[config.mk]
export PLATFORM = sky130hd
export DESIGN_NAME = ogs_serializer
export DESIGN_NICKNAME = d
export VERILOG_FILES = /design/src/logic/ogs_pkg.sv /design/src/logic/ogs_stage_if.sv /design/src/logic/ogs_shifter.sv /design/src/logic/ogs_serializer.sv
export SDC_FILE = /design/constraint.sdc
export NUM_CORES = 1
export LEC_CHECK = 0
export ABC_AREA = 1
export ABC_CLOCK_PERIOD_IN_PS = 1700
export BUFFER_PORTS_ARGS = -buffer_cell sky130_fd_sc_hd__buf_2
export CORE_MARGIN = 4
export CORE_UTILIZATION = 45
export DETAILED_ROUTE_END_ITERATION = 10
export MAX_ROUTING_LAYER = met4
export PLACE_DENSITY = 0.63
export SYNTH_ARGS = -nofsm -noshare
export SYNTH_HDL_FRONTEND = slang
export SYNTH_SLANG_ARGS = --single-unit
[constraint.sdc]
create_clock -name clk -period 1.7 [get_ports clk]
set_input_delay 0.34 -clock clk [delete_from_list [all_inputs] [get_ports clk]]
set_output_delay 0.34 -clock clk [all_outputs]
set_load 0.1 [all_outputs]
[src/logic/ogs_pkg.sv]
// ----------------------------------------------------------------
// Shared constants and types of the output gearbox
// ----------------------------------------------------------------
package ogs_pkg;

    // Word and lane widths
    localparam int OGS_WORD_W = 8; // Parallel word from the core
    localparam int OGS_LANES = 2; // Serial lanes towards the I/O buffer
    localparam int OGS_HALF_W = 4; // Bits per lane in four to one mode
    localparam int OGS_CNT_W = 3; // Width of the word slot counter

    // External encoding of the mode select input
    localparam logic [1:0] OGS_SEL_SEVEN = 2'h0; // Video 7:1
    localparam logic [1:0] OGS_SEL_EIGHT = 2'h1; // One 8:1 gearbox
    localparam logic [1:0] OGS_SEL_FOUR = 2'h2; // Two 4:1 gearboxes

    // Last slot count of each word period (ratio minus one)
    localparam logic [OGS_CNT_W-1:0] OGS_LAST_SEVEN = 3'h6;
    localparam logic [OGS_CNT_W-1:0] OGS_LAST_EIGHT = 3'h7;
    localparam logic [OGS_CNT_W-1:0] OGS_LAST_FOUR = 3'h3;

    // Reset values
    localparam logic [OGS_CNT_W-1:0] OGS_CNT_RST = 3'h0;
    localparam logic [OGS_WORD_W-1:0] OGS_WORD_RST = 8'h00;
    localparam logic [OGS_LANES-1:0] OGS_SER_RST = 2'h0;

    // Mask that keeps bits 6 down to 0 in video mode
    localparam logic [OGS_WORD_W-1:0] OGS_SEVEN_MASK = 8'h7f;

    // Gearbox modes
    typedef enum logic [1:0] {
        OGS_SEVEN,
        OGS_EIGHT,
        OGS_FOUR
    } ogs_mode_t;

    // Decode of the mode select input, spare code means eight to one
    function automatic ogs_mode_t ogs_decode(input logic [1:0] sel);
        ogs_mode_t m;
        case (sel)
            OGS_SEL_SEVEN: m = OGS_SEVEN;
            OGS_SEL_FOUR: m = OGS_FOUR;
            default: m = OGS_EIGHT;
        endcase
        return m;
    endfunction : ogs_decode

    // Last slot of a word period for a mode
    function automatic logic [OGS_CNT_W-1:0] ogs_last(input ogs_mode_t m);
        logic [OGS_CNT_W-1:0] l;
        case (m)
            OGS_SEVEN: l = OGS_LAST_SEVEN;
            OGS_FOUR: l = OGS_LAST_FOUR;
            default: l = OGS_LAST_EIGHT;
        endcase
        return l;
    endfunction : ogs_last

endpackage : ogs_pkg

[src/logic/ogs_stage_if.sv]
`timescale 1ns/10ps
// ----------------------------------------------------------------
// Hand-over from the second stage to the shifting stage
// ----------------------------------------------------------------
interface ogs_stage_if;
    import ogs_pkg::*;
    logic load; // One-cycle load of a new word
    logic [OGS_WORD_W-1:0] word; // Word held by the second stage
    logic four; // Word belongs to two 4:1 gearboxes
    logic [OGS_LANES-1:0] serial; // Serial lane bits, registered

    modport feed (output load, output word, output four, input serial);
    modport shift (input load, input word, input four, output serial);
endinterface : ogs_stage_if

[src/logic/ogs_shifter.sv]
`timescale 1ns/10ps
// ----------------------------------------------------------------
// Third stage: shift and mux the word onto the serial lanes
// ----------------------------------------------------------------
module ogs_shifter
    import ogs_pkg::*;
(
    input wire logic clk,
    input wire logic reset,
    ogs_stage_if.shift st
);

    logic [OGS_WORD_W-1:0] sh_q; // Bits still to go out
    logic [OGS_WORD_W-1:0] sh_d;
    logic [OGS_LANES-1:0] out_q; // Bits on the lanes now
    logic [OGS_LANES-1:0] out_d;
    logic four_q; // Split mode of the word in flight
    logic four_d;
    logic [OGS_WORD_W-1:0] src; // Load word or remaining bits
    logic [OGS_WORD_W-1:0] split_next; // Next bits, two 4:1 lanes
    logic [OGS_LANES-1:0] split_out; // Lane bits, two 4:1 lanes

    // Each half shifts on its own in four to one mode
    genvar g;
    generate
        for (g = 0; g < OGS_LANES; g++) begin : g_half
            assign split_out[g] = src[g*OGS_HALF_W];
            assign split_next[g*OGS_HALF_W +: OGS_HALF_W] =
                {1'b0, src[g*OGS_HALF_W+1 +: OGS_HALF_W-1]};
        end
    endgenerate

    // Next lane bits, least significant bit first
    always_comb begin
        src = st.load ? st.word : sh_q;
        four_d = st.load ? st.four : four_q;
        if (four_d) begin
            // Lower lane from bits 3..0, upper lane from 7..4
            out_d = split_out;
            sh_d = split_next;
        end else begin
            // Single lane, upper lane rests low
            out_d = {1'b0, src[0]};
            sh_d = {1'b0, src[OGS_WORD_W-1:1]};
        end
    end

    // Shift registers
    always_ff @(posedge clk) begin
        if (reset) begin
            // Clear shift state
            sh_q <= OGS_WORD_RST;
            out_q <= OGS_SER_RST;
            four_q <= 1'b0;
        end else begin
            sh_q <= sh_d;
            out_q <= out_d;
            four_q <= four_d;
        end
    end

    assign st.serial = out_q;

endmodule : ogs_shifter

[src/logic/ogs_serializer.sv]
`timescale 1ns/10ps
module ogs_serializer
    import ogs_pkg::*;
(
    input wire logic clk,
    input wire logic reset,
    input wire logic [1:0] mode_sel,
    input wire logic [OGS_WORD_W-1:0] par_data,
    output logic word_take_q,
    output logic [OGS_LANES-1:0] serial_q
);

    // ------------------------------------------------------------
    // Word slot divider
    // ------------------------------------------------------------
    logic [OGS_CNT_W-1:0] cnt_q; // Slot within the word period
    logic [OGS_CNT_W-1:0] cnt_d;
    ogs_mode_t mode_q; // Mode of the current period
    ogs_mode_t mode_d;
    logic take_d; // Slow enable for next cycle

    // Period restarts after a take, mode switches only there
    always_comb begin
        cnt_d = word_take_q ? OGS_CNT_RST : cnt_q + 1'b1;
        mode_d = word_take_q ? ogs_decode(mode_sel) : mode_q;
        take_d = (cnt_d == ogs_last(mode_d));
    end

    // Divider registers
    always_ff @(posedge clk) begin
        if (reset) begin
            cnt_q <= OGS_CNT_RST;
            mode_q <= OGS_EIGHT;
            word_take_q <= 1'b0;
        end else begin
            cnt_q <= cnt_d;
            mode_q <= mode_d;
            word_take_q <= take_d;
        end
    end

    // ------------------------------------------------------------
    // First and second pipeline stages
    // ------------------------------------------------------------
    logic [OGS_WORD_W-1:0] stage1_q; // Captured on the slow enable
    logic [OGS_WORD_W-1:0] stage1_d;
    logic four1_q; // Split mode with stage one
    logic four1_d;
    logic [OGS_WORD_W-1:0] stage2_q; // Held in the fast domain
    logic [OGS_WORD_W-1:0] stage2_d;
    logic four2_q;
    logic four2_d;
    logic xfer_q; // Stage one to stage two move
    logic load_q; // Stage two to shifter move
    ogs_mode_t cap_mode; // Mode applied to a captured word

    // Capture masks the unused bit in video mode
    always_comb begin
        cap_mode = ogs_decode(mode_sel);
        stage1_d = stage1_q;
        four1_d = four1_q;
        stage2_d = stage2_q;
        four2_d = four2_q;
        if (word_take_q) begin
            // Slow clock capture
            if (cap_mode == OGS_SEVEN) begin
                stage1_d = par_data & OGS_SEVEN_MASK;
            end else begin
                stage1_d = par_data;
            end
            four1_d = (cap_mode == OGS_FOUR);
        end
        if (xfer_q) begin
            // Slow to fast hand-over
            stage2_d = stage1_q;
            four2_d = four1_q;
        end
    end

    // Stage registers
    always_ff @(posedge clk) begin
        if (reset) begin
            stage1_q <= OGS_WORD_RST;
            stage2_q <= OGS_WORD_RST;
            four1_q <= 1'b0;
            four2_q <= 1'b0;
            xfer_q <= 1'b0;
            load_q <= 1'b0;
        end else begin
            stage1_q <= stage1_d;
            stage2_q <= stage2_d;
            four1_q <= four1_d;
            four2_q <= four2_d;
            xfer_q <= word_take_q;
            load_q <= xfer_q;
        end
    end

    // ------------------------------------------------------------
    // Third pipeline stage
    // ------------------------------------------------------------
    ogs_stage_if st ();

    assign st.load = load_q;
    assign st.word = stage2_q;
    assign st.four = four2_q;

    // Shifter owns the output flops
    ogs_shifter u_shift (
        .clk(clk),
        .reset(reset),
        .st(st.shift)
    );

    assign serial_q = st.serial;

    // ------------------------------------------------------------
    // Assertions
    // ------------------------------------------------------------
    property p_latency; // Bit 0 out three cycles after take
        @(posedge clk) disable iff (reset)
        word_take_q |-> ##3 serial_q[0] == $past(par_data[0], 3);
    endproperty
    a_latency: assert property (p_latency)
        else $error("bit 0 not out three cycles after take");

    property p_capture; // Stage one holds the taken word
        @(posedge clk) disable iff (reset)
        word_take_q && mode_sel == OGS_SEL_EIGHT |=> stage1_q == $past(par_data);
    endproperty
    a_capture: assert property (p_capture)
        else $error("stage one missed the taken word");

    property p_handover; // Stage two follows stage one after take
        @(posedge clk) disable iff (reset)
        word_take_q ##1 xfer_q |=> stage2_q == $past(stage1_q) && load_q;
    endproperty
    a_handover: assert property (p_handover)
        else $error("stage two hand-over wrong");

    property p_eight_walk; // Second bit follows in 8:1
        @(posedge clk) disable iff (reset)
        load_q && !four2_q |=> ##1 serial_q[0] == $past(stage2_q[1], 2);
    endproperty
    a_eight_walk: assert property (p_eight_walk)
        else $error("serial bit order wrong");

    property p_seven_mask; // Bit 7 dropped in video mode
        @(posedge clk) disable iff (reset)
        word_take_q && mode_sel == OGS_SEL_SEVEN |=> !stage1_q[OGS_WORD_W-1];
    endproperty
    a_seven_mask: assert property (p_seven_mask)
        else $error("bit 7 kept in video mode");

    property p_upper_lane; // Upper lane starts with bit 4
        @(posedge clk) disable iff (reset)
        load_q && four2_q |=> serial_q[1] == $past(stage2_q[OGS_HALF_W]);
    endproperty
    a_upper_lane: assert property (p_upper_lane)
        else $error("upper lane start bit wrong");

    property p_lane_idle; // Upper lane low outside split mode
        @(posedge clk) disable iff (reset)
        load_q && !four2_q |=> !serial_q[1] [*3];
    endproperty
    a_lane_idle: assert property (p_lane_idle)
        else $error("upper lane active in single lane mode");

    property p_period; // Takes are at most eight cycles apart
        @(posedge clk) disable iff (reset)
        word_take_q |=> !word_take_q [*3] ##[1:5] word_take_q;
    endproperty
    a_period: assert property (p_period)
        else $error("word period out of range");

    property p_reset; // Reset clears pipeline and lanes
        @(posedge clk)
        reset |=> serial_q == OGS_SER_RST && !word_take_q && stage2_q == OGS_WORD_RST;
    endproperty
    a_reset: assert property (p_reset)
        else $error("reset left state behind");

    property p_stage1_hold; // Stage one moves only on the slow enable
        @(posedge clk) disable iff (reset)
        !word_take_q |=> $stable(stage1_q);
    endproperty
    a_stage1_hold: assert property (p_stage1_hold)
        else $error("stage one changed outside a take");

    property p_four_walk; // Second bit of both 4:1 lanes
        @(posedge clk) disable iff (reset)
        load_q && four2_q |=> ##1 serial_q == {$past(stage2_q[5], 2), $past(stage2_q[1], 2)};
    endproperty
    a_four_walk: assert property (p_four_walk)
        else $error("split lane bit order wrong");

    property p_four_period; // Two 4:1 gearboxes take every four cycles
        @(posedge clk) disable iff (reset)
        word_take_q && mode_sel == OGS_SEL_FOUR |=> !word_take_q [*3] ##1 word_take_q;
    endproperty
    a_four_period: assert property (p_four_period)
        else $error("four to one word period wrong");

    property p_seven_period; // Video takes every seven cycles
        @(posedge clk) disable iff (reset)
        word_take_q && mode_sel == OGS_SEL_SEVEN |=> !word_take_q [*6] ##1 word_take_q;
    endproperty
    a_seven_period: assert property (p_seven_period)
        else $error("video word period wrong");

    property p_eight_period; // One 8:1 gearbox takes every eight cycles
        @(posedge clk) disable iff (reset)
        word_take_q && ogs_decode(mode_sel) == OGS_EIGHT |=> !word_take_q [*7] ##1 word_take_q;
    endproperty
    a_eight_period: assert property (p_eight_period)
        else $error("eight to one word period wrong");

    // Spare select code behaves as one 8:1 gearbox
    c_spare: cover property (@(posedge clk) disable iff (reset)
        word_take_q && mode_sel != OGS_SEL_EIGHT && ogs_decode(mode_sel) == OGS_EIGHT
        ##8 word_take_q);

    c_seven: cover property (@(posedge clk) disable iff (reset)
        word_take_q && mode_sel == OGS_SEL_SEVEN ##7 word_take_q);
    c_eight: cover property (@(posedge clk) disable iff (reset)
        word_take_q && mode_sel == OGS_SEL_EIGHT ##8 word_take_q);
    c_four: cover property (@(posedge clk) disable iff (reset)
        load_q && four2_q ##1 serial_q == 2'h3);

endmodule : ogs_serializer

# Word-level counts from Yosys, hierarchy flattened
# Cells that the tools add are included.
# op_classes
add_sub_neg,1
multipliers,0
n_div,0
order_cmp,0
eq_ne,4
n_shift,0
muxes,7
n_bitwise,1
reduce_logical,5
# ops
op,count
8-bit 2-to-1 mux,2
"2-bit == test, second input constant",3
2-bit zero test,3
3-bit case mux with 2 select lines,1
2-bit case mux with 2 select lines,1
2-bit OR reduction,2
"3-bit by 1-bit adder with 3-bit output, second input constant",1
3-bit == test,1
3-bit 2-to-1 mux,1
2-bit 2-to-1 mux,1
1-bit 2-to-1 mux,1
1-bit inverter,1
# word_totals
reg_bits,37
latch_bits,0
ram_bits,0
romBits,0
output_inout_bits,3
wordCells,32
n_memories,0

# Longest topological paths before layout
# Gate-level depths: netlist of the first run.
# logic_depth
word_depth,6
mapped_depth,8
mapped_depth_nobuf,8

# Modules after synthesis
# A second synthesis of the first run with hierarchy kept.
# hier_totals
cells_unflattened,173
hier_area_um2,1375.1
# modules_own_cells
mod,instances,cells_each,area_per_inst_um2,seq_area_each_um2
ogs_serializer,1,128,1007.2,520.5
ogs_shifter,1,45,367.9,200.2

# Worst setup path after synthesis of the first run
# OpenSTA, ideal clock, no wires.
# synth_path
path_kind,reg-to-reg
from,register word_take_q
to,register word_take_q
setup_time_ns,0.062
arrival_ns,1.603
required_time_ns,1.638
path_slack_ns,0.035
stages_incl_launch_ff,7
n_path_buf,0
synth_period_minus_slack_ns,1.665
path_cell_list,dfxtp_1 > nand3_1 > nand2_1 > nand2_1 > nand2_1 > nand2_1 > nor2_2
# synth_via
elab_chain_cells,4
elab_cells_between_ends,6
classes_between,2 x eq/ne; 3 x mux; 1 x reduce/logical
# synth_rtl
element,line_no,rtl
from (decl),ogs_serializer.sv:9,"output logic word_take_q,"
from (signal assigned),ogs_serializer.sv:38,word_take_q <= take_d;
2-bit 2-to-1 mux,ogs_serializer.sv:25,mode_d = word_take_q ? ogs_decode(mode_sel) : mode_q;
2-bit == test or 2-bit zero test (tied branches),ogs_pkg.sv:51,case (m)
3-bit case mux with 2 select lines,ogs_pkg.sv:51,
3-bit == test *,ogs_serializer.sv:26,take_d = (cnt_d == ogs_last(mode_d));
# Mark *: on every way between the ends. The rest lies on a longest branch, timed or not.
# A chain may end at the register's enable or synchronous reset.

# Worst setup path in the final report of the first run
# layout_path
from,register word_take_q
to,output word_take_q
# No word-level cell between the ends.

==> flow_summary.toml, run 1 <==
[run_status]
status = "complete, no violations"

[sta]
finClkSkew_ns = 0.01110
finalCriticalPeriod_ns = 1.479
worst_pin_slew_ns = 0.4844
finalHoldViolations = 0
timing.setup.tns_ns = 0
max_freq_ghz = 0.6760
slew_headroom_pct = 67.93
finalSetupViolations = 0
rsz0062_at_grt = "false"
period_share_pct = 87.02
maxSlewViolCount = 0

[die]
die_area_mm2 = 0.003877
placementRows = 19
fp.dieH_um = 62.27
core_mm2 = 0.002781
top_level_ports = 15
dieWidth_um = 62.27
start_util_pct = 47.64

[setup_path]
cp-start-kind = "flip-flop"
worstSetupEndpointType = "output pin"
crit_type = "reg -> out"
r2r_slack_ns = 0.54
worstPathRequired_ns = 1.36
cp.arrival_ns = 1.14
slowest_stage = "dfxtp_2"
crit_chain = "buf_4, buf_12"
cpPeakStageDelay_ns = 0.45
crit_fanout = 10

[power]
peakVddDrop_v = 0.0008372
power.density_mw_per_mm2 = 960.3
cellLeakagePower_nw = 0.6809
p_total_mw = 1.419

[layout]
antenna_cells = 0
fillers = 283
drive_above_1_share_pct = 18.23
multi_input_area_um2 = 495.5
ff_latch_area_um2 = 721.9
fin_nets = 193
area_growth_pct = 11.52
fin_cells = 212

[global_route]
grt_usage_pct = 13.79
antenna_found_initial = 0
grt_pass1_vias = 950
grt_pass1_wl_um = 4057
grt_max_degree = 21
grt-ovfl-total = 0

[logic_synthesis]
synth_simple_gate_area_share_pct = 23.42
synth_seq_cells = 36
synth_top_flop_cell = "dfxtp_1"
syn_nets = 177
syn_area_mm2 = 0.001325
synth_top_cells_by_count = "36 x dfxtp_1, 31 x nand2_1, 27 x nor2_1"
yosysMostFrequentCell = "dfxtp_1"
ys_top_cells_by_area = "dfxtp_1 54%, nand2_1 8.8%, nor2_1 7.6%, o21ai_0 6.8%, a21oi_1 4.5%"
synth_edf_count = 0
synth_largest_area_cell = "dfxtp_1"
async_flop_share_pct = 0
synth_compound_area_share_pct = 12.28
synth_top_area_share_pct = 54.39
synth_area_per_cell_um2 = 8.079
yosysUniqueCellTypes = 23
ys_warn_count = 0
synth_mux_area_share_pct = 0.7554
synth_top_family_by_area = "simple AND/OR/NAND/NOR gates"
synthCells = 164
synth_xor_area_share_pct = 0
synthAdderAreaFrac_pct = 0.9443
yosysSeqAreaShare_pct = 54.39

[clocking]
cts-root-buf = "clkbuf_4"
clkTransAtPathRegs_ns = 0.09
clock_sinks = 36
tritoncts = "done"
cts_buffers = 5
htree_levels = 2
clockBufferDepth = 2
clock_latency_ns = 0.33

[drt]
initialDrtViolationCount = 35
vias = 1039
routedWlPerCell_um = 11.34
vias_per_cell = 4.901
drc = 0
ant_nets = 0
dr.pass1.iters = 4
postRouteWirelength_um = 2405

[place]
dp.final_hpwl_um = 1737
place.gp.congestion = 0.7592
portBuffers = 14
placedCellCount = 204

[run]
drv_cap = 0

[worst_hold_path]
hp-class = "in -> reg"
[worst max-delay path: cells and delay by family (launching register included)]
kind	cells	cell delay [ns]
buf+inv	2	0.36
flops	1	0.45
[layout make-up]
class / instances / share of cell area [%]
clock buffers: 6 / 3.472
clock inverters: 2 / 0.6774
inverters: 16 / 4.064
multi-input cells: 105 / 33.53
flip-flops and latches: 36 / 48.86
well taps: 31 / 2.625
repair buffers: 16 / 6.774
[sequential cells by signal (all words and copies together) (netlist names)]
name / flops
u_shift.sh_q: 7
st.word: 8
u_shift.st.serial: 2
four2_q: 1
four1_q: 1
u_shift.four_q: 1
stage1_q: 8
word_take_q: 1
cnt_q: 3
xfer_q: 1
mode_q: 2
load_q: 1
[path summary, 6_finish.rpt]
path,to,cells after the start,start
max,word_take_q,2,word_take_q
min,stage1_q[6],3,par_data[6]
max reg2reg,word_take_q,8,cnt_q[0]
min reg2reg,st.word[5],2,stage1_q[5]
[cell usage in the layout, fill, tap and decap left out]
cell and instances:
dfxtp_1 35, nand2_1 31, nor2_1 27, o21ai_0 18, inv_1 14, buf_2 13
a21oi_1 12, clkbuf_4 5, nand2_4 3, nand3_1 3, nor3_1 3, nor2_2 2
clkinv_2 2, buf_4 2, inv_2 1, nand3_2 1, nand2_2 1, o211ai_1 1
clkinv_1 1, o21ai_1 1, mux2i_1 1, ha_1 1, clkbuf_8 1, buf_12 1
dfxtp_2 1
[power breakdown]
part | internal, mW | total [mW] | switching, mW
Clock | 0.197 | 0.463 | 0.266
Combinational | 0.0326 | 0.0862 | 0.0536
Sequential | 0.859 | 0.870 | 0.0105
Total | 1.09 | 1.42 | 0.330
[cells by family (layout without fill, tap and decap cells)]
| family | Yosys count | in the layout |
|---|---|---|
| and+or+nand+nor | 71 | 71 |
| AOI/OAI and AO/OA | 32 | 32 |
| buffers and inverters | 23 | 40 |
| adders and majority gates | 1 | 1 |
| muxes | 1 | 1 |
| DFF | 36 | 36 |
[repair_timing]
action	CTS	global route
setup endpoints to repair	0	1
buffers inserted	0	0
resized for setup	0	1
hold buffers	0	0
[per-stage QoR]
stage          hold slack (ns)  worst slack [ns]  cell area [um2]  utilization, %
2_1_floorplan           0.4185           0.03488             1325               -
3_3_place_gp            0.4491            0.3656             1415           50.88
3_5_place_dp            0.4506            0.3203             1415           50.88
4_1_cts                 0.1875           0.05540             1476           53.08
5_1_grt                 0.1907            0.1375             1478           53.13
6_report                0.2093            0.2206             1478           53.13
[metal layers]
| metal | vias up | part of all wire [%] | GRT usage [%] |
|---|---|---|---|
| met5 | - | 0 | - |
| met4 | 0 | 2.3 | 7.162 |
| met3 | 4 | 5.1 | 6.486 |
| met2 | 19 | 47 | 22.15 |
| met1 | 469 | 46 | 13.90 |
| li1 | 547 | - | - |
Power figures use the tool's default switching activity.
==> inputs of run 2 (changes only) <==
--- a/config.mk
+++ b/config.mk
@@ -9,10 +9,10 @@
 export ABC_CLOCK_PERIOD_IN_PS = 1700
 export BUFFER_PORTS_ARGS = -buffer_cell sky130_fd_sc_hd__buf_2
 export CORE_MARGIN = 4
-export CORE_UTILIZATION = 45
+export CORE_UTILIZATION = 40
 export DETAILED_ROUTE_END_ITERATION = 10
 export MAX_ROUTING_LAYER = met4
-export PLACE_DENSITY = 0.63
+export PLACE_DENSITY = 0.59
 export SYNTH_ARGS = -nofsm -noshare
 export SYNTH_HDL_FRONTEND = slang
 export SYNTH_SLANG_ARGS = --single-unit
==> flow_summary.toml, run 2 (same netlist as run 1, synthesis figures left out) <==
[run_status]
status = "complete, no violations"

[layout]
area_growth_pct = 15.77
antenna_cells = 0
final_cell_mix = "36 x dfxtp_1, 31 x nand2_1, 27 x nor2_1"
fin_nets = 194
final_common_cell = "dfxtp_1"
drive_above_1_share_pct = 18.13
fillers = 334
fin_cells = 226

[clocking]
tritoncts = "done"
cts_resized = 0
clock_sinks = 36
clockBufferDepth = 2
cts-root-buf = "clkbuf_4"
ctsHoldBuffers = 0
cts_buffers = 5
cts_setup_buffers = 0
htree_levels = 2
clkTransAtPathRegs_ns = 0.11
clock_latency_ns = 0.33

[die]
core_mm2 = 0.003103
fp.dieH_um = 65.56
start_util_pct = 42.70
dieWidth_um = 65.56
top_level_ports = 15
die_area_mm2 = 0.004297
placementRows = 20

[sta]
finClkSkew_ns = 0.006674
finalHoldViolations = 0
finalCriticalPeriod_ns = 1.613
worst_pin_slew_ns = 0.4862
whs_ns = 0.2009
max_freq_ghz = 0.6199
slew_headroom_pct = 67.81
timing.setup.tns_ns = 0
period_share_pct = 94.89
maxSlewViolCount = 0
rsz0062_at_grt = "false"
finalSetupViolations = 0

[power]
pwr-share-seq_pct = 53.4
switching_share_pct = 21.13
cellLeakagePower_nw = 0.6987
peakVddDrop_v = 0.0004825
p_total_mw = 1.628
power.net_switching_uw = 344.0
power_frac_comb_pct = 5.5
clock_power_share_pct = 41.0
p_int_mw = 1.284
power.density_mw_per_mm2 = 1061

[worst_hold_path]
holdPathStages = 3
hp-class = "in -> reg"
hold_end = "stage1_q[6]"
min_from = "par_data[6]"

[drt]
drc = 0
dr.pass1.iters = 4
vias = 1068
postRouteWirelength_um = 2478
ant_nets = 0
routedWlPerCell_um = 10.96
initialDrtViolationCount = 65
vias_per_cell = 4.726

[run]
drv_cap = 0

[global_route]
grt_pass1_vias = 1035
grt-ovfl-total = 0
antenna_found_initial = 0
grt_max_degree = 21
grt_usage_pct = 13.29
grt_pass1_wl_um = 4229

[setup_path]
crit_type = "reg -> out"
crit_fanout = 9
worstSetupEndpointType = "output pin"
r2r_end = "word_take_q"
worstPathRequired_ns = 1.36
r2r_slack_ns = 0.46
r2r_start = "word_take_q"
worstRegToRegCells = 7
cp-start-kind = "flip-flop"
cp.arrival_ns = 1.27

[place]
portBuffers = 14
dp.final_hpwl_um = 1760
placedCellCount = 218
place.gp.congestion = 0.8874
## run 2: cell count changes in the layout (fill, tap and decap cells not counted)
| cell | delta |
|---|---|
| clkinv_2 | -2 |
| buf_4 | +1 |
| dfxtp_1 | +1 |
| clkbuf_8 | +1 |
| dfxtp_2 | -1 |
| bufinv_16 | +1 |
## run 2: per-layer routing
layer | part of all wire [%] | global-route usage [%] | up-vias
li1 | - | - | 548
met3 | 5.5 | 5.470 | 8
met2 | 46 | 21.87 | 27
met5 | 0 | - | -
met4 | 2.1 | 5.959 | 0
met1 | 46 | 13.95 | 485
## run 2: worst max-delay path by stage
stage	startpoint	endpoint	slack (ns)
global placement	reset	word_take_q	0.46
CTS	word_take_q	word_take_q	0.08
detailed placement	reset	stage1_q[4]	0.43
global route	word_take_q	word_take_q	0.02
finish	word_take_q	word_take_q	0.09
floorplan	word_take_q	word_take_q	0.03
## run 2: worst max-delay path, stage by stage, from the launching register on
cell	delay, ns
dfxtp_1	0.53
buf_4	0.23
buf_12	0.18
## run 2: through the flow
step	setup slack, ns	instance area, um2	utilization (%)
final	0.08688	1534	49.44
after global routing	0.01781	1534	49.44
after CTS	0.08332	1534	49.44
after detailed placement	0.4284	1439	46.37
after global placement	0.4613	1439	46.37
after floorplan	0.03488	1325	-
## run 2: power groups by stage
stage | Combinational (mW) | Sequential [mW] | Clock (mW)
2_1_floorplan | 0.0577 | 0.892 | 0
3_3_place_gp | 0.0883 | 0.889 | 0
3_5_place_dp | 0.0902 | 0.889 | 0
4_1_cts | 0.0911 | 0.870 | 0.680
5_1_grt | 0.103 | 0.872 | 0.715
6_report | 0.0901 | 0.870 | 0.668
## run 2: layout make-up
cell class	instances	area [um2]	area share [%]
inverters	16	60.06	3.915
clock inverters	1	30.03	1.958
flip-flops and latches	36	720.7	46.98
multi-input cells	105	495.5	32.30
repair buffers	17	107.6	7.015
well taps	44	55.05	3.589
clock buffers	7	65.06	4.241
==> inputs of run 3 (changes only) <==
--- a/config.mk
+++ b/config.mk
@@ -5,7 +5,6 @@
 export SDC_FILE = /design/constraint.sdc
 export NUM_CORES = 1
 export LEC_CHECK = 0
-export ABC_AREA = 1
 export ABC_CLOCK_PERIOD_IN_PS = 1700
 export BUFFER_PORTS_ARGS = -buffer_cell sky130_fd_sc_hd__buf_2
 export CORE_MARGIN = 4
==> flow_summary.toml, run 3 <==
[clocking]
ctsHoldBuffers = 0
cts_resized = 0
htree_levels = 2
tritoncts = "done"
cts-root-buf = "clkbuf_4"
clock_sinks = 36
cts_setup_buffers = 0
clock_latency_ns = 0.33
clockBufferDepth = 2
cts_buffers = 5
clkTransAtPathRegs_ns = 0.11

[logic_synthesis]
synth_seq_cells = 36
synth_edf_count = 0
syn_area_mm2 = 0.001331
syn_nets = 138
async_flop_share_pct = 0
ys_top_cells_by_area = "dfxtp_1 54%, mux2i_1 17%, nor2_1 7.6%, a21oi_1 1.9%, nand3b_1 1.7%"
synthCells = 125
synth_top_cells_by_count = "36 x dfxtp_1, 27 x nor2_1, 23 x mux2i_1"
synth_largest_area_cell = "dfxtp_1"
synth_top_flop_cell = "dfxtp_1"
yosysUniqueCellTypes = 26
synth_top_area_share_pct = 54.14
ys_warn_count = 0
synth_area_per_cell_um2 = 10.65
yosysSeqAreaShare_pct = 54.14
yosysMostFrequentCell = "dfxtp_1"

[run_status]
status = "complete, no violations"

[drt]
vias = 857
routedWlPerCell_um = 11.27
drc = 0
ant_nets = 0
dr.pass1.iters = 6
postRouteWirelength_um = 2073
vias_per_cell = 4.658
initialDrtViolationCount = 36

[global_route]
grt_usage_pct = 11.70
grt_max_degree = 36
grt_pass1_vias = 824
antenna_found_initial = 0
grt_pass1_wl_um = 3670
grt-ovfl-total = 0

[sta]
maxSlewViolCount = 0
period_share_pct = 88.86
slew_headroom_pct = 59.27
timing.setup.tns_ns = 0
finalCriticalPeriod_ns = 1.511
rsz0062_at_grt = "false"
finClkSkew_ns = 0.008731
worst_pin_slew_ns = 0.6110
max_freq_ghz = 0.6620
finalHoldViolations = 0
finalSetupViolations = 0

[setup_path]
worstSetupEndpointType = "output pin"
crit_type = "reg -> out"
cp-start-kind = "flip-flop"
cp.arrival_ns = 1.17
worstRegToRegCells = 4
r2r_end = "word_take_q"
worstPathRequired_ns = 1.36
crit_fanout = 23
r2r_slack_ns = 0.44
r2r_start = "cnt_q[0]"

[layout]
postLayoutCoreUtil_pct = 47.28
fin_nets = 152
multi_input_area_um2 = 545.5
ff_latch_area_um2 = 720.7
final_common_cell = "dfxtp_1"
area_growth_pct = 11.09
final_cell_mix = "36 x dfxtp_1, 27 x nor2_1, 23 x mux2i_1"
fillers = 309
drive_above_1_share_pct = 19.29
antenna_cells = 0

[die]
fp.dieH_um = 65.69
start_util_pct = 42.56
dieWidth_um = 65.69
top_level_ports = 15
core_mm2 = 0.003128
die_area_mm2 = 0.004315
placementRows = 20

[power]
switching_share_pct = 23.01
power_frac_comb_pct = 5.5
power.density_mw_per_mm2 = 954.5
pwr-share-seq_pct = 61.3
peakVddDrop_v = 0.0004954
power.net_switching_uw = 324.8
clock_power_share_pct = 33.2
p_int_mw = 1.087
p_total_mw = 1.412
cellLeakagePower_nw = 0.5281

[worst_hold_path]
hp-class = "in -> reg"
hold_end = "stage1_q[4]"
holdPathStages = 3
min_from = "par_data[4]"

[place]
place.gp.congestion = 0.7309
portBuffers = 14
dp.final_hpwl_um = 1366

[run]
drv_cap = 0
run 3: changes by cell type after synthesis, moves of 2 or more:
| cell | before | now |
|---|---|---|
| buf_2 | 2 | 4 |
| nand2b_1 | 0 | 3 |
| nand2_4 | 3 | 0 |
| o21ai_0 | 18 | 1 |
| nand3b_1 | 0 | 3 |
| nand2_1 | 31 | 2 |
| mux2i_1 | 1 | 23 |
| a21oi_1 | 12 | 5 |
| inv_1 | 14 | 1 |
| nor2b_1 | 0 | 3 |
| nor2_2 | 2 | 0 |
| nand3_1 | 3 | 1 |
run 3: worst max-delay path by stage:
| stage | startpoint | endpoint | slack (ns) | depth (start not counted) |
|---|---|---|---|---|
| after global routing | word_take_q | word_take_q | 0.10 | 2 |
| after floorplan | word_take_q | stage1_q[0] | 0.02 | 4 |
| after detailed placement | cnt_q[0] | word_take_q | 0.45 | 4 |
| after CTS | word_take_q | word_take_q | 0.15 | 2 |
| after global placement | reset | word_take_q | 0.51 | 4 |
| final | word_take_q | word_take_q | 0.19 | 2 |
run 3: cells by family after synthesis:
logic type / share of synthesized area, %
multiplexers: 17.29
adder cells (fa/ha/maj): 0.9397
XOR/XNOR: 0.6580
AND/OR/NAND/NOR: 15.23
buffers and inverters: 4.886
flip-flops: 54.14
AO/OA/AOI/OAI: 6.860
run 3: final cells by class:
| cell class | instances | area share [%] |
|---|---|---|
| clock buffer | 6 | 3.469 |
| clock inverter | 2 | 0.6768 |
| inverter | 1 | 0.2538 |
| multi-input combinational | 80 | 36.89 |
| sequential | 36 | 48.73 |
| tap | 44 | 3.723 |
| timing repair buffer | 15 | 6.261 |
run 3: critical path, stage by stage, from the launching register on:
cell and delay [ns]:
dfxtp_1 0.33, buf_4 0.29, buf_12 0.22
run 3: power groups by stage:
stage               Sequential [mW]  Combinational, mW  Clock [mW]
floorplan                     0.887             0.0554           0
global placement              0.885             0.0771           0
detailed placement            0.886             0.0787           0
CTS                           0.867             0.0789       0.485
global route                  0.869             0.0868       0.526
finish                        0.866             0.0777       0.468
run 3: layer usage:
layer	share of wire, %	track usage (%)
met1	48	13.91
met2	46	17.15
met3	4.0	4.274
met4	1.9	6.218
met5	0	-
run 3: through the flow:
stage,hold slack [ns],area [um2],std cells,setup WS [ns]
floorplan,0.4090,1331,125,0.01653
global placement,0.4474,1418,176,0.5102
detailed placement,0.4459,1418,176,0.4541
CTS,0.2260,1479,184,0.1467
global route,0.2314,1479,184,0.1005
finish,0.2383,1479,184,0.1895
